`config.mk`:
```
export PLATFORM = sky130hd
export DESIGN_NAME = rotate_subtract_skip_alu
export DESIGN_NICKNAME = d
export VERILOG_FILES = /design/src/rtl/alu_pkg.sv /design/src/rtl/rotate_subtract_skip_alu.sv
export VERILOG_INCLUDE_DIRS = /design/src /design/src/rtl
export SDC_FILE = /design/constraint.sdc
export NUM_CORES = 1
export LEC_CHECK = 0
export ABC_AREA = 1
export ABC_CLOCK_PERIOD_IN_PS = 5700
export BUFFER_PORTS_ARGS = -buffer_cell sky130_fd_sc_hd__buf_4
export CAP_MARGIN = 0
export CORE_MARGIN = 2
export CORE_UTILIZATION = 50
export DETAILED_ROUTE_END_ITERATION = 16
export PLACE_DENSITY = 0.76
export SYNTH_ARGS = -nofsm -noshare
export SYNTH_HDL_FRONTEND = slang
export SYNTH_SLANG_ARGS = --single-unit
```
`constraint.sdc`:
```
create_clock -name hclk -period 5.7 [get_ports hclk]
set_input_delay 0 -clock hclk [delete_from_list [all_inputs] [get_ports hclk]]
set_output_delay 0 -clock hclk [all_outputs]
set_load 0.02 [all_outputs]
```
`src/rtl/alu_params.svh`:
```
// Offsets, field positions, reset values and counts of the rotate/subtract/skip ALU
// Operation
// [RULE1] Rotate memory left, bit 7 to bit 0
// [RULE2] Same left rotate, result to working register
// [RULE3] Rotate memory left through carry
// [RULE4] Left rotate through carry into working register
// [RULE5] Rotate memory right, bit 0 to bit 7
// [RULE6] Same right rotate, result to working register
// [RULE7] Rotate memory right through carry
// [RULE8] Right rotate through carry into working register
// [RULE9] Working plus inverted memory plus carry
// [RULE10] Working plus inverted memory plus one
// [RULE11] Decrement memory, skip when zero
// [RULE12] Decrement into working, skip when zero
// [RULE13] Increment memory, skip when zero
// [RULE14] Increment into working, skip when zero
// [RULE15] Skip when selected memory bit is one
// [RULE16] Skip discards prefetch, adds dummy cycle
// [RULE17] Byte set writes all ones
// [RULE18] Bit set forces selected bit only
// [RULE19] Subtract flags: carry, signed wrap, nibble carry
`ifndef ALU_PARAMS_SVH
`define ALU_PARAMS_SVH
`define WORK_OFS    6'h00
`define FLAGS_OFS   6'h01
`define STAT_OFS    6'h02
`define ADDR_LSB    2
`define ADDR_MSB    7
`define FLAG_C_POS  0
`define FLAG_AC_POS 1
`define FLAG_Z_POS  2
`define FLAG_OV_POS 3
`define STAT_BUSY_POS 0
`define STAT_SKIP_POS 1
`define WORK_RST    8'h00
`define FLAGS_RST   4'h0
`define SKIP_CYCLES 2
`define RUN_CYCLES  1
`endif

```
`src/rtl/alu_pkg.sv`:
```
// Types shared by the rotate/subtract/skip ALU
package alu_pkg;
  typedef enum logic [4:0] {
    OP_ROTATE_LEFT_MEMORY,
    OP_ROTATE_LEFT_TO_WORKING,
    OP_ROTATE_LEFT_THRU_CARRY,
    OP_ROTATE_LEFT_THRU_CARRY_TO_WORKING,
    OP_ROTATE_RIGHT_MEMORY,
    OP_ROTATE_RIGHT_TO_WORKING,
    OP_ROTATE_RIGHT_THRU_CARRY,
    OP_ROTATE_RIGHT_THRU_CARRY_TO_WORKING,
    OP_BORROW_MINUS_TO_WORKING,
    OP_BORROW_MINUS_TO_MEMORY,
    OP_MINUS_TO_WORKING,
    OP_MINUS_TO_MEMORY,
    OP_DEC_SKIP_ZERO,
    OP_DEC_TO_WORKING_SKIP_ZERO,
    OP_INC_SKIP_ZERO,
    OP_INC_TO_WORKING_SKIP_ZERO,
    OP_BIT_SET_SKIP,
    OP_BYTE_SET,
    OP_BIT_SET
  } op_type;
  typedef enum logic {RUN, DUMMY} fsm_type;
  typedef struct packed {
    logic ov;
    logic z;
    logic ac;
    logic c;
  } flags_type;
  typedef struct packed {
    logic       valid;
    op_type     op;
    logic [2:0] bit_sel;
  } exec_req_type;
  typedef struct packed {
    fsm_type   fsm;
    logic      ready;
    logic      flush;
    logic      last_skip;
    logic [7:0] work;
    flags_type flags;
    logic      mem_we;
    logic [7:0] mem_wdata;
    logic      wr_pend;
    logic [5:0] wr_idx;
    logic [31:0] rdata;
    logic      hreadyout;
  } state_type;
endpackage : alu_pkg

```
`src/rtl/rotate_subtract_skip_alu.sv`:
```
// Rotate, subtract, skip and set datapath with an AHB-Lite register slave
//
// The implementer's own choices: the register offsets and the AHB-Lite slave port.
`include "alu_params.svh"
module rotate_subtract_skip_alu (
  // Clock and reset
  input  wire logic                  hclk,
  input  wire logic                  hresetn,
  // AHB-Lite slave
  input  wire logic                  hsel,
  input  wire logic [31:0]           haddr,
  input  wire logic [1:0]            htrans,
  input  wire logic                  hwrite,
  input  wire logic [2:0]            hsize,
  input  wire logic [31:0]           hwdata,
  input  wire logic                  hready,
  output logic                       hreadyout,
  output logic [31:0]                hrdata,
  output logic                       hresp,
  // Decoder request and memory read data
  input  wire alu_pkg::exec_req_type exec_req,
  input  wire logic [7:0]            mem_rdata,
  // Sequencer and memory side
  output logic                       exec_ready,
  output logic                       flush,
  output logic                       mem_we,
  output logic [7:0]                 mem_wdata,
  output logic [7:0]                 working_register,
  output alu_pkg::flags_type         flags
);

  alu_pkg::state_type s_r;
  alu_pkg::state_type s_nxt;

  logic       fire;
  logic       bus_take;
  logic [7:0] m;
  logic [7:0] w;
  logic       cin;
  logic [8:0] sum9;
  logic [4:0] nib5;
  logic [7:0] diff;
  logic [7:0] rol_v;
  logic [7:0] rlc_v;
  logic [7:0] ror_v;
  logic [7:0] rrc_v;
  logic [7:0] dec_v;
  logic [7:0] inc_v;
  logic [7:0] bit_mask;
  logic       bit_hit;
  logic       borrow_op;
  logic       sub_op;
  logic       sub_ov;

  // Request is taken only while not in a dummy cycle
  assign fire     = exec_req.valid && s_r.ready;
  assign bus_take = hsel && hready && htrans[1];
  assign m        = mem_rdata;
  assign w        = s_r.work;

  // Rotations, plain and through carry
  assign rol_v = {m[6:0], m[7]}; // RULE1
  assign rlc_v = {m[6:0], s_r.flags.c}; // RULE3
  assign ror_v = {m[0], m[7:1]}; // RULE5
  assign rrc_v = {s_r.flags.c, m[7:1]}; // RULE7

  // Subtraction as addition of the inverted operand
  assign borrow_op = (exec_req.op == alu_pkg::OP_BORROW_MINUS_TO_WORKING) ||
                     (exec_req.op == alu_pkg::OP_BORROW_MINUS_TO_MEMORY);
  assign sub_op    = borrow_op ||
                     (exec_req.op == alu_pkg::OP_MINUS_TO_WORKING) ||
                     (exec_req.op == alu_pkg::OP_MINUS_TO_MEMORY);
  assign cin  = borrow_op ? s_r.flags.c : 1'b1; // RULE9 RULE10
  assign sum9 = {1'b0, w} + {1'b0, ~m} + {8'h00, cin};
  assign nib5 = {1'b0, w[3:0]} + {1'b0, ~m[3:0]} + {4'h0, cin}; // RULE19
  assign diff = sum9[7:0];
  assign sub_ov = (w[7] == ~m[7]) && (diff[7] != w[7]); // RULE19

  // Increment, decrement and bit select
  assign dec_v    = m - 8'h01; // RULE11
  assign inc_v    = m + 8'h01; // RULE13
  assign bit_mask = 8'h01 << exec_req.bit_sel;
  assign bit_hit  = m[exec_req.bit_sel]; // RULE15

  // Next state: bus slave, then datapath, then sequencing
  always_comb begin
    s_nxt        = s_r;
    s_nxt.mem_we = 1'b0;
    s_nxt.flush  = 1'b0;
    s_nxt.hreadyout = 1'b1;
    // Address phase of a transfer
    s_nxt.wr_pend = bus_take && hwrite;
    if (bus_take) begin
      s_nxt.wr_idx = haddr[`ADDR_MSB:`ADDR_LSB];
    end
    if (bus_take && !hwrite) begin
      case (haddr[`ADDR_MSB:`ADDR_LSB])
        `WORK_OFS:  s_nxt.rdata = {24'h000000, s_r.work};
        `FLAGS_OFS: s_nxt.rdata = {28'h0000000, s_r.flags};
        `STAT_OFS:  s_nxt.rdata = {30'h00000000, s_r.last_skip,
                                   (s_r.fsm == alu_pkg::DUMMY)};
        default:    s_nxt.rdata = 32'h00000000;
      endcase
    end
    // Data phase of a write
    if (s_r.wr_pend) begin
      case (s_r.wr_idx)
        `WORK_OFS:  s_nxt.work  = hwdata[7:0];
        `FLAGS_OFS: s_nxt.flags = hwdata[3:0];
        default:    s_nxt.work  = s_nxt.work;
      endcase
    end
    // Datapath; it wins over a bus write in the same cycle
    if (fire) begin
      s_nxt.last_skip = 1'b0;
      case (exec_req.op)
        alu_pkg::OP_ROTATE_LEFT_MEMORY: begin
          s_nxt.mem_we    = 1'b1; // RULE1
          s_nxt.mem_wdata = rol_v;
        end
        alu_pkg::OP_ROTATE_LEFT_TO_WORKING: begin
          s_nxt.work = rol_v; // RULE2
        end
        alu_pkg::OP_ROTATE_LEFT_THRU_CARRY: begin
          s_nxt.mem_we    = 1'b1; // RULE3
          s_nxt.mem_wdata = rlc_v;
          s_nxt.flags.c   = m[7];
        end
        alu_pkg::OP_ROTATE_LEFT_THRU_CARRY_TO_WORKING: begin
          s_nxt.work    = rlc_v; // RULE4
          s_nxt.flags.c = m[7];
        end
        alu_pkg::OP_ROTATE_RIGHT_MEMORY: begin
          s_nxt.mem_we    = 1'b1; // RULE5
          s_nxt.mem_wdata = ror_v;
        end
        alu_pkg::OP_ROTATE_RIGHT_TO_WORKING: begin
          s_nxt.work = ror_v; // RULE6
        end
        alu_pkg::OP_ROTATE_RIGHT_THRU_CARRY: begin
          s_nxt.mem_we    = 1'b1; // RULE7
          s_nxt.mem_wdata = rrc_v;
          s_nxt.flags.c   = m[0];
        end
        alu_pkg::OP_ROTATE_RIGHT_THRU_CARRY_TO_WORKING: begin
          s_nxt.work    = rrc_v; // RULE8
          s_nxt.flags.c = m[0];
        end
        alu_pkg::OP_BORROW_MINUS_TO_WORKING,
        alu_pkg::OP_MINUS_TO_WORKING: begin
          s_nxt.work = diff; // RULE9 RULE10
        end
        alu_pkg::OP_BORROW_MINUS_TO_MEMORY,
        alu_pkg::OP_MINUS_TO_MEMORY: begin
          s_nxt.mem_we    = 1'b1; // RULE9 RULE10
          s_nxt.mem_wdata = diff;
        end
        alu_pkg::OP_DEC_SKIP_ZERO: begin
          s_nxt.mem_we    = 1'b1; // RULE11
          s_nxt.mem_wdata = dec_v;
          s_nxt.last_skip = (dec_v == 8'h00);
        end
        alu_pkg::OP_DEC_TO_WORKING_SKIP_ZERO: begin
          s_nxt.work      = dec_v; // RULE12
          s_nxt.last_skip = (dec_v == 8'h00);
        end
        alu_pkg::OP_INC_SKIP_ZERO: begin
          s_nxt.mem_we    = 1'b1; // RULE13
          s_nxt.mem_wdata = inc_v;
          s_nxt.last_skip = (inc_v == 8'h00);
        end
        alu_pkg::OP_INC_TO_WORKING_SKIP_ZERO: begin
          s_nxt.work      = inc_v; // RULE14
          s_nxt.last_skip = (inc_v == 8'h00);
        end
        alu_pkg::OP_BIT_SET_SKIP: begin
          s_nxt.last_skip = bit_hit; // RULE15
        end
        alu_pkg::OP_BYTE_SET: begin
          s_nxt.mem_we    = 1'b1; // RULE17
          s_nxt.mem_wdata = 8'hFF;
        end
        alu_pkg::OP_BIT_SET: begin
          s_nxt.mem_we    = 1'b1; // RULE18
          s_nxt.mem_wdata = m | bit_mask;
        end
        default: begin
          s_nxt.mem_we = 1'b0;
        end
      endcase
      // Subtract flags
      if (sub_op) begin
        s_nxt.flags.c  = sum9[8]; // RULE19
        s_nxt.flags.ac = nib5[4];
        s_nxt.flags.ov = sub_ov;
        s_nxt.flags.z  = (diff == 8'h00); // RULE9 RULE10
      end
    end
    // Skip sequencing: flush prefetch, one dummy cycle
    case (s_r.fsm)
      alu_pkg::RUN: begin
        if (fire && s_nxt.last_skip) begin
          s_nxt.fsm   = alu_pkg::DUMMY; // RULE16
          s_nxt.flush = 1'b1;
        end
      end
      alu_pkg::DUMMY: begin
        s_nxt.fsm = alu_pkg::RUN;
      end
      default: begin
        s_nxt.fsm = alu_pkg::RUN;
      end
    endcase
    s_nxt.ready = (s_nxt.fsm == alu_pkg::RUN);
  end

  // State register
  always_ff @(posedge hclk or negedge hresetn) begin
    if (!hresetn) begin
      s_r.fsm       <= alu_pkg::RUN;
      s_r.ready     <= 1'b1;
      s_r.flush     <= 1'b0;
      s_r.last_skip <= 1'b0;
      s_r.work      <= `WORK_RST;
      s_r.flags     <= `FLAGS_RST;
      s_r.mem_we    <= 1'b0;
      s_r.mem_wdata <= 8'h00;
      s_r.wr_pend   <= 1'b0;
      s_r.wr_idx    <= 6'h00;
      s_r.rdata     <= 32'h00000000;
      s_r.hreadyout <= 1'b1;
    end else begin
      s_r <= s_nxt;
    end
  end

  // Outputs straight from the state register, except hresp, which is tied low
  assign hreadyout        = s_r.hreadyout;
  assign hrdata           = s_r.rdata;
  assign hresp            = 1'b0;
  assign exec_ready       = s_r.ready;
  assign flush            = s_r.flush;
  assign mem_we           = s_r.mem_we;
  assign mem_wdata        = s_r.mem_wdata;
  assign working_register = s_r.work;
  assign flags            = s_r.flags;

  logic bus_wr_now;
  assign bus_wr_now = s_r.wr_pend;
endmodule : rotate_subtract_skip_alu

```
Yosys cells after proc, flatten, opt, wreduce, memory -nomap -nowiden
Cells that the tools add are included.

Equality and inequality tests: 23. $lt $le $gt $ge: 1. Mux-type cells: 17. Reductions and logical operators: 26. Shifts and indexed selects: 1. Add/subtract/negate cells: 6. Bitwise gates (word level): 6.

Operators by type and width (number): one-hot mux 8 bit (9 select lines) (1); one-hot mux 8 bit (7 select lines) (1); equality test 5 x 4 -> 1 bit (second input constant) (8); logical NOT 8 bit (3); one-hot mux 8 bit (3 select lines) (1); 2-to-1 mux 22 bit (1); equality test 5 x 3 -> 1 bit (second input constant) (4); equality test 5 bit (second input constant) (3); equality test 6 x 1 -> 1 bit (second input constant) (2); logical NOT 6 bit (2); 2-to-1 mux 12 bit (1); OR reduction 2 bit (6); equality test 5 x 2 -> 1 bit (second input constant) (2); OR reduction 10 bit (1); adder 8 x 8 -> 9 bit (1); adder 9 x 1 -> 9 bit (1); nonzero test 9 bit (1); adder 8 x 1 -> 8 bit (second input constant) (1); 2-to-1 mux 4 bit (2); 2-to-1 mux 8 bit (1); NOT 8 bit (1); bitwise OR 8 bit (1); left shift 1 x 3 -> 8 bit (first input constant) (1); subtractor 8 x 1 -> 8 bit (second input constant) (1); other kinds (18) (33).

Logic and storage cells: 94. Flip-flop bits (word level): 64.

Logic depth before layout (Yosys ltp)
Gate-level depths: netlist (run 1).

Depth in word-level cells: 12. Gate-level depth with buffers: 16. Gate-level depth less buffers: 15.

Least setup slack after synthesis (run 1)
OpenSTA, ideal clock, no wires.

Kind: reg2reg. Start: register, netlist name flags[0]. End: register, netlist name mem_wdata[4]. Cell stages (with the launch flop): 13. Clock period less this slack: 2.147 ns. Buffers on the path: 0. Data arrival time: 2.030 ns. Path slack: 3.553 ns. Cells stage by stage: dfrtp_1 inv_1 nand3_1 fa_1 fa_1 nand3_1 nand3_1 xnor2_1 o21ai_0 inv_1 nand2_1 nand2_1 nand2_1.

Longest elaborated chain between the ends: 3.

RTL lines: 2-to-1 mux 1 bit (line rotate_subtract_skip_alu.sv:73) `assign cin = borrow_op ? s_r.flags.c : 1'b1;`; adder 9 x 1 -> 9 bit (line rotate_subtract_skip_alu.sv:74) `assign sum9 = {1'b0, w} + {1'b0, ~m} + {8'h00, cin};`; one-hot mux 8 bit (9 select lines) (line rotate_subtract_skip_alu.sv:116) `case (exec_req.op)`.

Every way passes these cells. A chain may end at the register's enable or synchronous reset.

Worst setup path after layout (run 1)
Start: register, netlist name flags[0]. End: register, netlist name mem_wdata[4].

Longest elaborated chain between the ends: 3.

RTL lines (line): 2-to-1 mux 1 bit (rotate_subtract_skip_alu.sv:73); adder 9 x 1 -> 9 bit (rotate_subtract_skip_alu.sv:74); one-hot mux 8 bit (9 select lines) (rotate_subtract_skip_alu.sv:116).

Every way passes these cells.

==> results of run 1 <==
stage by stage:
stage	cell area, sq um	setup slack (ns)	instances	hold WS (ns)
2_1_floorplan	4200	3.55	680	-0.296
3_3_place_gp	4340	2.96	785	-0.0131
5_1_grt	4520	2.72	802	0.0489
3_5_place_dp	4340	2.96	785	0.000907
6_report	4520	2.90	802	0.0357
4_1_cts	4520	2.94	802	0.0176
kinds of logic (layout without fill, tap and decap cells):
family	count (synthesis)	in the layout
compound gates	83	83
xor+xnor	7	7
fa+ha+maj	12	12
buf+inv	139	156
flops	39	39
mux	6	6
other cells	2	26
simple gates	368	368
layout by cell type, fill, tap and decap left out, types with 4 or more instances in the layout:
master,synthesis,routed
nand2_1,182,182
nor2_1,97,97
buf_4,54,67
inv_1,63,63
nand3_1,54,54
o21ai_0,39,39
dfrtp_1,38,38
conb_1,2,26
a21oi_1,23,23
o211ai_1,11,11
ha_1,10,10
nand4_1,9,9
dlygate4sd3_1,0,9
inv_2,6,6
o22ai_1,6,6
nor2_2,5,5
nand2_2,5,5
xor2_1,5,5
clkbuf_8,0,5
mux2_2,4,4
where the power goes:
group          switching, mW  total (mW)  internal [mW]
Sequential            0.0581       0.393          0.335
Clock                  0.105       0.190         0.0852
Combinational          0.381       0.591          0.210
Total                  0.544        1.17          0.630
metal layers:
metal  vias to the layer above  track usage (%)
met4                         0             13.3
met1                      1965             38.5
met3                        36             3.67
met2                       223             49.8
li1                       2100                -
met5                         -                0
path summary, 6_finish.rpt:
| check | end | startpoint |
|---|---|---|
| min in group asynchronous | hrdata[2]$_DFFE_PN0P_ | hresetn |
| min | working_register[0]$_DFF_PN0_ | hwdata[0] |
| max | mem_wdata[4]$_DFFE_PN0P_ | flags[0]$_DFF_PN0_ |
| max in group asynchronous | exec_ready$_DFF_PN1_ | hresetn |
| min reg2reg | mem_wdata[7]$_DFFE_PN0P_ | mem_wdata[7]$_DFFE_PN0P_ |
| max reg2reg | mem_wdata[4]$_DFFE_PN0P_ | flags[0]$_DFF_PN0_ |
area by class of cell:
type | count | area [sq um]
fill | 859 | 3570
multi-input combinational | 502 | 2460
sequential | 39 | 977
timing repair buffer | 76 | 593
inverter | 72 | 275
tap | 105 | 131
clock buffer | 5 | 68.8
clock inverter | 3 | 20.0
worst max-delay path: stages (launching register included):
cell and delay (ns):
dfrtp_1 0.38, inv_1 0.27, nand3_1 0.15, fa_1 0.43, fa_1 0.44, nand3_1 0.09, nand3_1 0.15, xnor2_1 0.35
o21ai_0 0.21, inv_1 0.09, nand2_1 0.05, nand2_1 0.05, nand2_1 0.04
what timing repair did:
action / in CTS / in global routing
hold buffers: 9 / 0
hold endpoints to repair: 47 / 0
endpoints found under the setup margin: 0 / 0
flip-flops by register name (all words and copies together) (netlist names):
| register | count |
|---|---|
| hrdata | 8 |
| flush | 1 |
| working_register | 8 |
| mem_wdata | 8 |
| bus_wr_now | 1 |
| flags | 4 |
| exec_ready | 1 |
| mem_we | 1 |
| s_r | 7 |
==> out/metrics.csv, run 1 <==
metric;value;unit
ant_nets;0;
wl_met2;6.04;mm
cts_buffers;5;
power.density;260;nW/um^2
htreeDepth;2;
tns;0;ns
finClkSkew;0.0110;ns
hpwl;10.1;mm
synthMuxAreaShare;1.58;%
power;1.17;mW
drc_errors;0;
ys_seq_elements;39;
utilization;55.9;%
rsz0062_at_grt;false;
syn_area_per_cell;6.27;sq um
r2r_cells;12;
fp-row-count;33;
worst_pin_slew;0.936;ns
cts-resized-gates;0;
n_antenna_cell;0;
synth_edf_count;0;
syn-cell-area;4110;sq um
grt_pass1_vias;3969;
reg2reg_slack;2.90;ns
cts_setup_buffers;0;
clk_latency;0.30;ns
num_vias;4324;
synth_top_family_by_area;simple AND/OR/NAND/NOR gates;
cts_buffer_depth;2;
crit_path_end_kind;register;
core;8090;sq um
grt_usage;29.8;%
yosys_warnings;0;
hold_violations;0;
worst-endpoint-arrival;3.01;ns
cts.sinks;39;
peakVddDrop;0.0810;mV
yosys.area_share.simple;39.2;%
start_util;50.8;%
netlist_instances;656;
drt_iter0_drc;302;
finalNetCount;799;
cap_violations;0;
ys.flop_type;dfrtp_1;
dieHeight;94.7;um
grt_pass1_wl;20.5;mm
wl_met3;1.05;mm
startpoint_type;register;
via_per_inst;5.39;
clk_pin_slew;0.08;ns
drive_above_1_share;15.6;%
antenna_found_initial;0;
grt_overflow;0;
dr.max_layer_used;met4;
max_freq;357;MHz
area_growth;9.98;%
synth_common_cells;182 x nand2_1, 97 x nor2_1, 63 x inv_1;
drv_slew;0;
status;finished clean;
dr.pass1.iters;5;
gp_congestion;0.972;
yosysTopAreaCell;dfrtp_1;
max_slew_margin;37.4;%
post-route-period-util;49.1;%
clock-root-buffer;clkbuf_8;
die-area;8970;sq um
yosysTopAreaCellShare;23.1;%
yosysUniqueCellTypes;40;
yosys.area_share.adder;4.02;%
grt_max_degree;40;
synth-compound-area-share;11.1;%
whs_path_depth;3;
fp.dieW;94.7;um
async_reset_ff_share;100;%
finalSetupViolations;0;
routedWlPerCell;16.1;um
io_buffers;67;
synthMostInstantiatedCell;nand2_1;
io_pins;148;
hold_class;input pin to register;
yosys-top-cells-area;dfrtp_1 23%, nand2_1 17%, buf_4 9.9%, nor2_1 8.9%, nand3_1 6.6%;
synth-xor-area-share;1.49;%
routed_wl;12.9;mm
cts_tree;built;
fin_crit;2.80;ns
met1_length;5.28;mm
crit_type;register to register;
synth_seq_area_share;23.8;%
path_max_fanout;6;
cellLeakagePower;2.43;nW
required;5.91;ns
(Power assumes the default switching activity.)
==> inputs of run 2 (changes only) <==
--- a/config.mk
+++ b/config.mk
@@ -7,13 +7,13 @@
 export NUM_CORES = 1
 export LEC_CHECK = 0
 export ABC_AREA = 1
-export ABC_CLOCK_PERIOD_IN_PS = 5700
+export ABC_CLOCK_PERIOD_IN_PS = 2500
 export BUFFER_PORTS_ARGS = -buffer_cell sky130_fd_sc_hd__buf_4
 export CAP_MARGIN = 0
 export CORE_MARGIN = 2
-export CORE_UTILIZATION = 50
+export CORE_UTILIZATION = 46
 export DETAILED_ROUTE_END_ITERATION = 16
-export PLACE_DENSITY = 0.76
+export PLACE_DENSITY = 0.74
 export SYNTH_ARGS = -nofsm -noshare
 export SYNTH_HDL_FRONTEND = slang
 export SYNTH_SLANG_ARGS = --single-unit
==> constraint.sdc (replaced) <==
create_clock -name hclk -period 2.5 [get_ports hclk]
set_input_delay 0 -clock hclk [delete_from_list [all_inputs] [get_ports hclk]]
set_output_delay 0 -clock hclk [all_outputs]
set_load 0.02 [all_outputs]
==> run 2 against run 1 <==
- worst setup slack got worse by 2.7 ns
- largest cell class unchanged
- sequential power is 120% higher
- wire length grew 3.0%
- register-to-register slack got worse by 2.7 ns
- clock skew hardly changed
- via count decreased by 0.97%
- critical endpoint unchanged
- critical path depth unchanged
- core utilization down 2.8 points
- global-route usage down 2.6 points
==> out/metrics.csv, run 2 (synthesized netlist as in run 1, its figures left out) <==
metric;value;unit;change
status;finished clean;;
grt_pass1_vias;3995;;+0.66%
n_antenna_cell;0;;unchanged
max_freq;444;MHz;+24%
finalSetupViolations;0;;unchanged
rsz0062_at_grt;false;;
grt_max_degree;40;;unchanged
startpoint_type;register;;
worst_slack;0.248;ns;-2.65 ns
core;8680;sq um;+7.2%
drc_errors;0;;unchanged
fp-row-count;34;;+3.0%
max_slew_margin;62.5;%;+25 points
ant_nets;0;;unchanged
path_max_fanout;3;;-3
start_util;47.4;%;-3.4 points
die-area;9710;sq um;+8.3%
peakVddDrop;0.237;mV;+190%
drv_slew;0;;unchanged
hold_violations;0;;unchanged
dr.max_layer_used;met4;;
fill_cells;912;;+6.2%
clock-root-buffer;clkbuf_8;;
finalNetCount;806;;+0.88%
layout_common_cells;182 x nand2_1, 97 x nor2_1, 76 x buf_4;;
place_ws;0.109;ns;-2.85 ns
wl_met2;6.26;mm;+3.5%
met1_length;5.54;mm;+4.9%
gp_congestion;0.942;;-3.1%
crit_type;register to register;;
io_pins;148;;unchanged
grt_overflow;0;;unchanged
crit_path_end_kind;register;;
grt_usage;27.2;%;-2.6 points
cellLeakagePower;2.48;nW;+2.3%
hold_class;input pin to register;;
area_growth;12.1;%;
power;2.81;mW;+140%
seqCellArea;977;sq um;unchanged
worst-endpoint-arrival;2.44;ns;-0.57 ns
required;2.69;ns;-3.22 ns
clk_pin_slew;0.09;ns;about the same
finClkSkew;0.0114;ns;+0.000414 ns
via_per_inst;5.27;;-2.2%
power.density;609;nW/um^2;+130%
io_buffers;67;;unchanged
drive_above_1_share;17.2;%;+1.5 points
hpwl;10.6;mm;+4.7%
routedWlPerCell;16.4;um;+1.7%
cts_buffer_depth;2;;unchanged
layout_commonest_cell;nand2_1;;
dieHeight;98.6;um;+4.1%
cts_setup_buffers;0;;unchanged
cts_buffers;5;;unchanged
num_vias;4282;;-0.97%
fp.dieW;98.6;um;+4.1%
worst_pin_slew;0.559;ns;-0.377 ns
cap_violations;0;;unchanged
routed_wl;13.3;mm;+3.0%
grt_pass1_wl;20.9;mm;+2.2%
tns;0;ns;unchanged
htreeDepth;2;;unchanged
drt_iter0_drc;325;;+7.6%
multi_input_area;2470;sq um;+0.51%
antenna_found_initial;0;;unchanged
dr.pass1.iters;6;;+1
clk_latency;0.29;ns;about the same
cts_tree;built;;
fin_crit;2.25;ns;-0.548 ns
post-route-period-util;90.1;%;+41 points
wl_met3;1.04;mm;-1.1%
cts.sinks;39;;unchanged
[run 2: cell types whose count changed in the layout (fill, tap and decap cells not counted), sizes merged]
cell	delta
buf	+9
bufinv	+1
clkinv	+1
clkinvlp	-2
dlygate4sd3	-2
[run 2: worst max-delay path: stages, from the launching register on]
cell     delay [ns]
dfrtp_1        0.39
inv_1          0.07
nand3_1        0.10
fa_2           0.37
fa_2           0.38
nand3_1        0.08
nand3_1        0.14
xnor2_2        0.25
o21ai_1        0.14
inv_1          0.08
nand2_1        0.05
nand2_1        0.06
nand2_1        0.04
[run 2: stage by stage]
step	utilization, %	area, sq um	instances	hold WS (ns)
after floorplan	-	4200	680	-0.296
after global placement	50.9	4420	797	-0.00340
after detailed placement	50.9	4420	797	0.0106
after CTS	53.0	4600	812	0.00147
after global routing	53.1	4610	812	0.0299
final	53.1	4610	812	0.0147
[run 2: final cells by class]
cell class / instances / area share (%)
clock buffer: 5 / 1.49
clock inverter: 3 / 0.950
inverter: 72 / 5.97
multi-input combinational: 502 / 53.6
sequential: 39 / 21.2
tap: 108 / 2.93
timing repair buffer: 83 / 13.9
[run 2: what timing repair did]
item                                   4_1_cts  5_1_grt
resized for setup                            0        4
hold buffers                                 7        0
setup endpoints to repair                    0        3
endpoints found under the hold margin       45        0
[run 2: where the power goes]
group | internal, mW | leakage (nW) | switching [mW]
combinational | 0.523 | 1.93 | 0.872
sequential | 0.764 | 0.492 | 0.110
clock | 0.298 | 0.0581 | 0.241
total | 1.58 | 2.48 | 1.22
[run 2: path summary, 6_finish.rpt]
path | startpoint | end | slack, ns | depth (start not counted)
min in group asynchronous | hresetn | flags[3]$_DFF_PN0_ | 0.22 | 2
max in group asynchronous | hresetn | exec_ready$_DFF_PN1_ | 1.91 | 2
max | flags[0]$_DFF_PN0_ | mem_wdata[4]$_DFFE_PN0P_ | 0.25 | 12
min | hwdata[2] | flags[2]$_DFF_PN0_ | 0.01 | 3
max reg2reg | flags[0]$_DFF_PN0_ | mem_wdata[4]$_DFFE_PN0P_ | 0.25 | 12
min reg2reg | mem_wdata[2]$_DFFE_PN0P_ | mem_wdata[2]$_DFFE_PN0P_ | 0.48 | 2
[run 2: per-layer routing]
layer / track usage [%] / vias to the layer above
li1: - / 2107
met1: 35.4 / 1942
met5: 0 / -
met3: 4.89 / 30
met2: 45.8 / 203
met4: 9.17 / 0
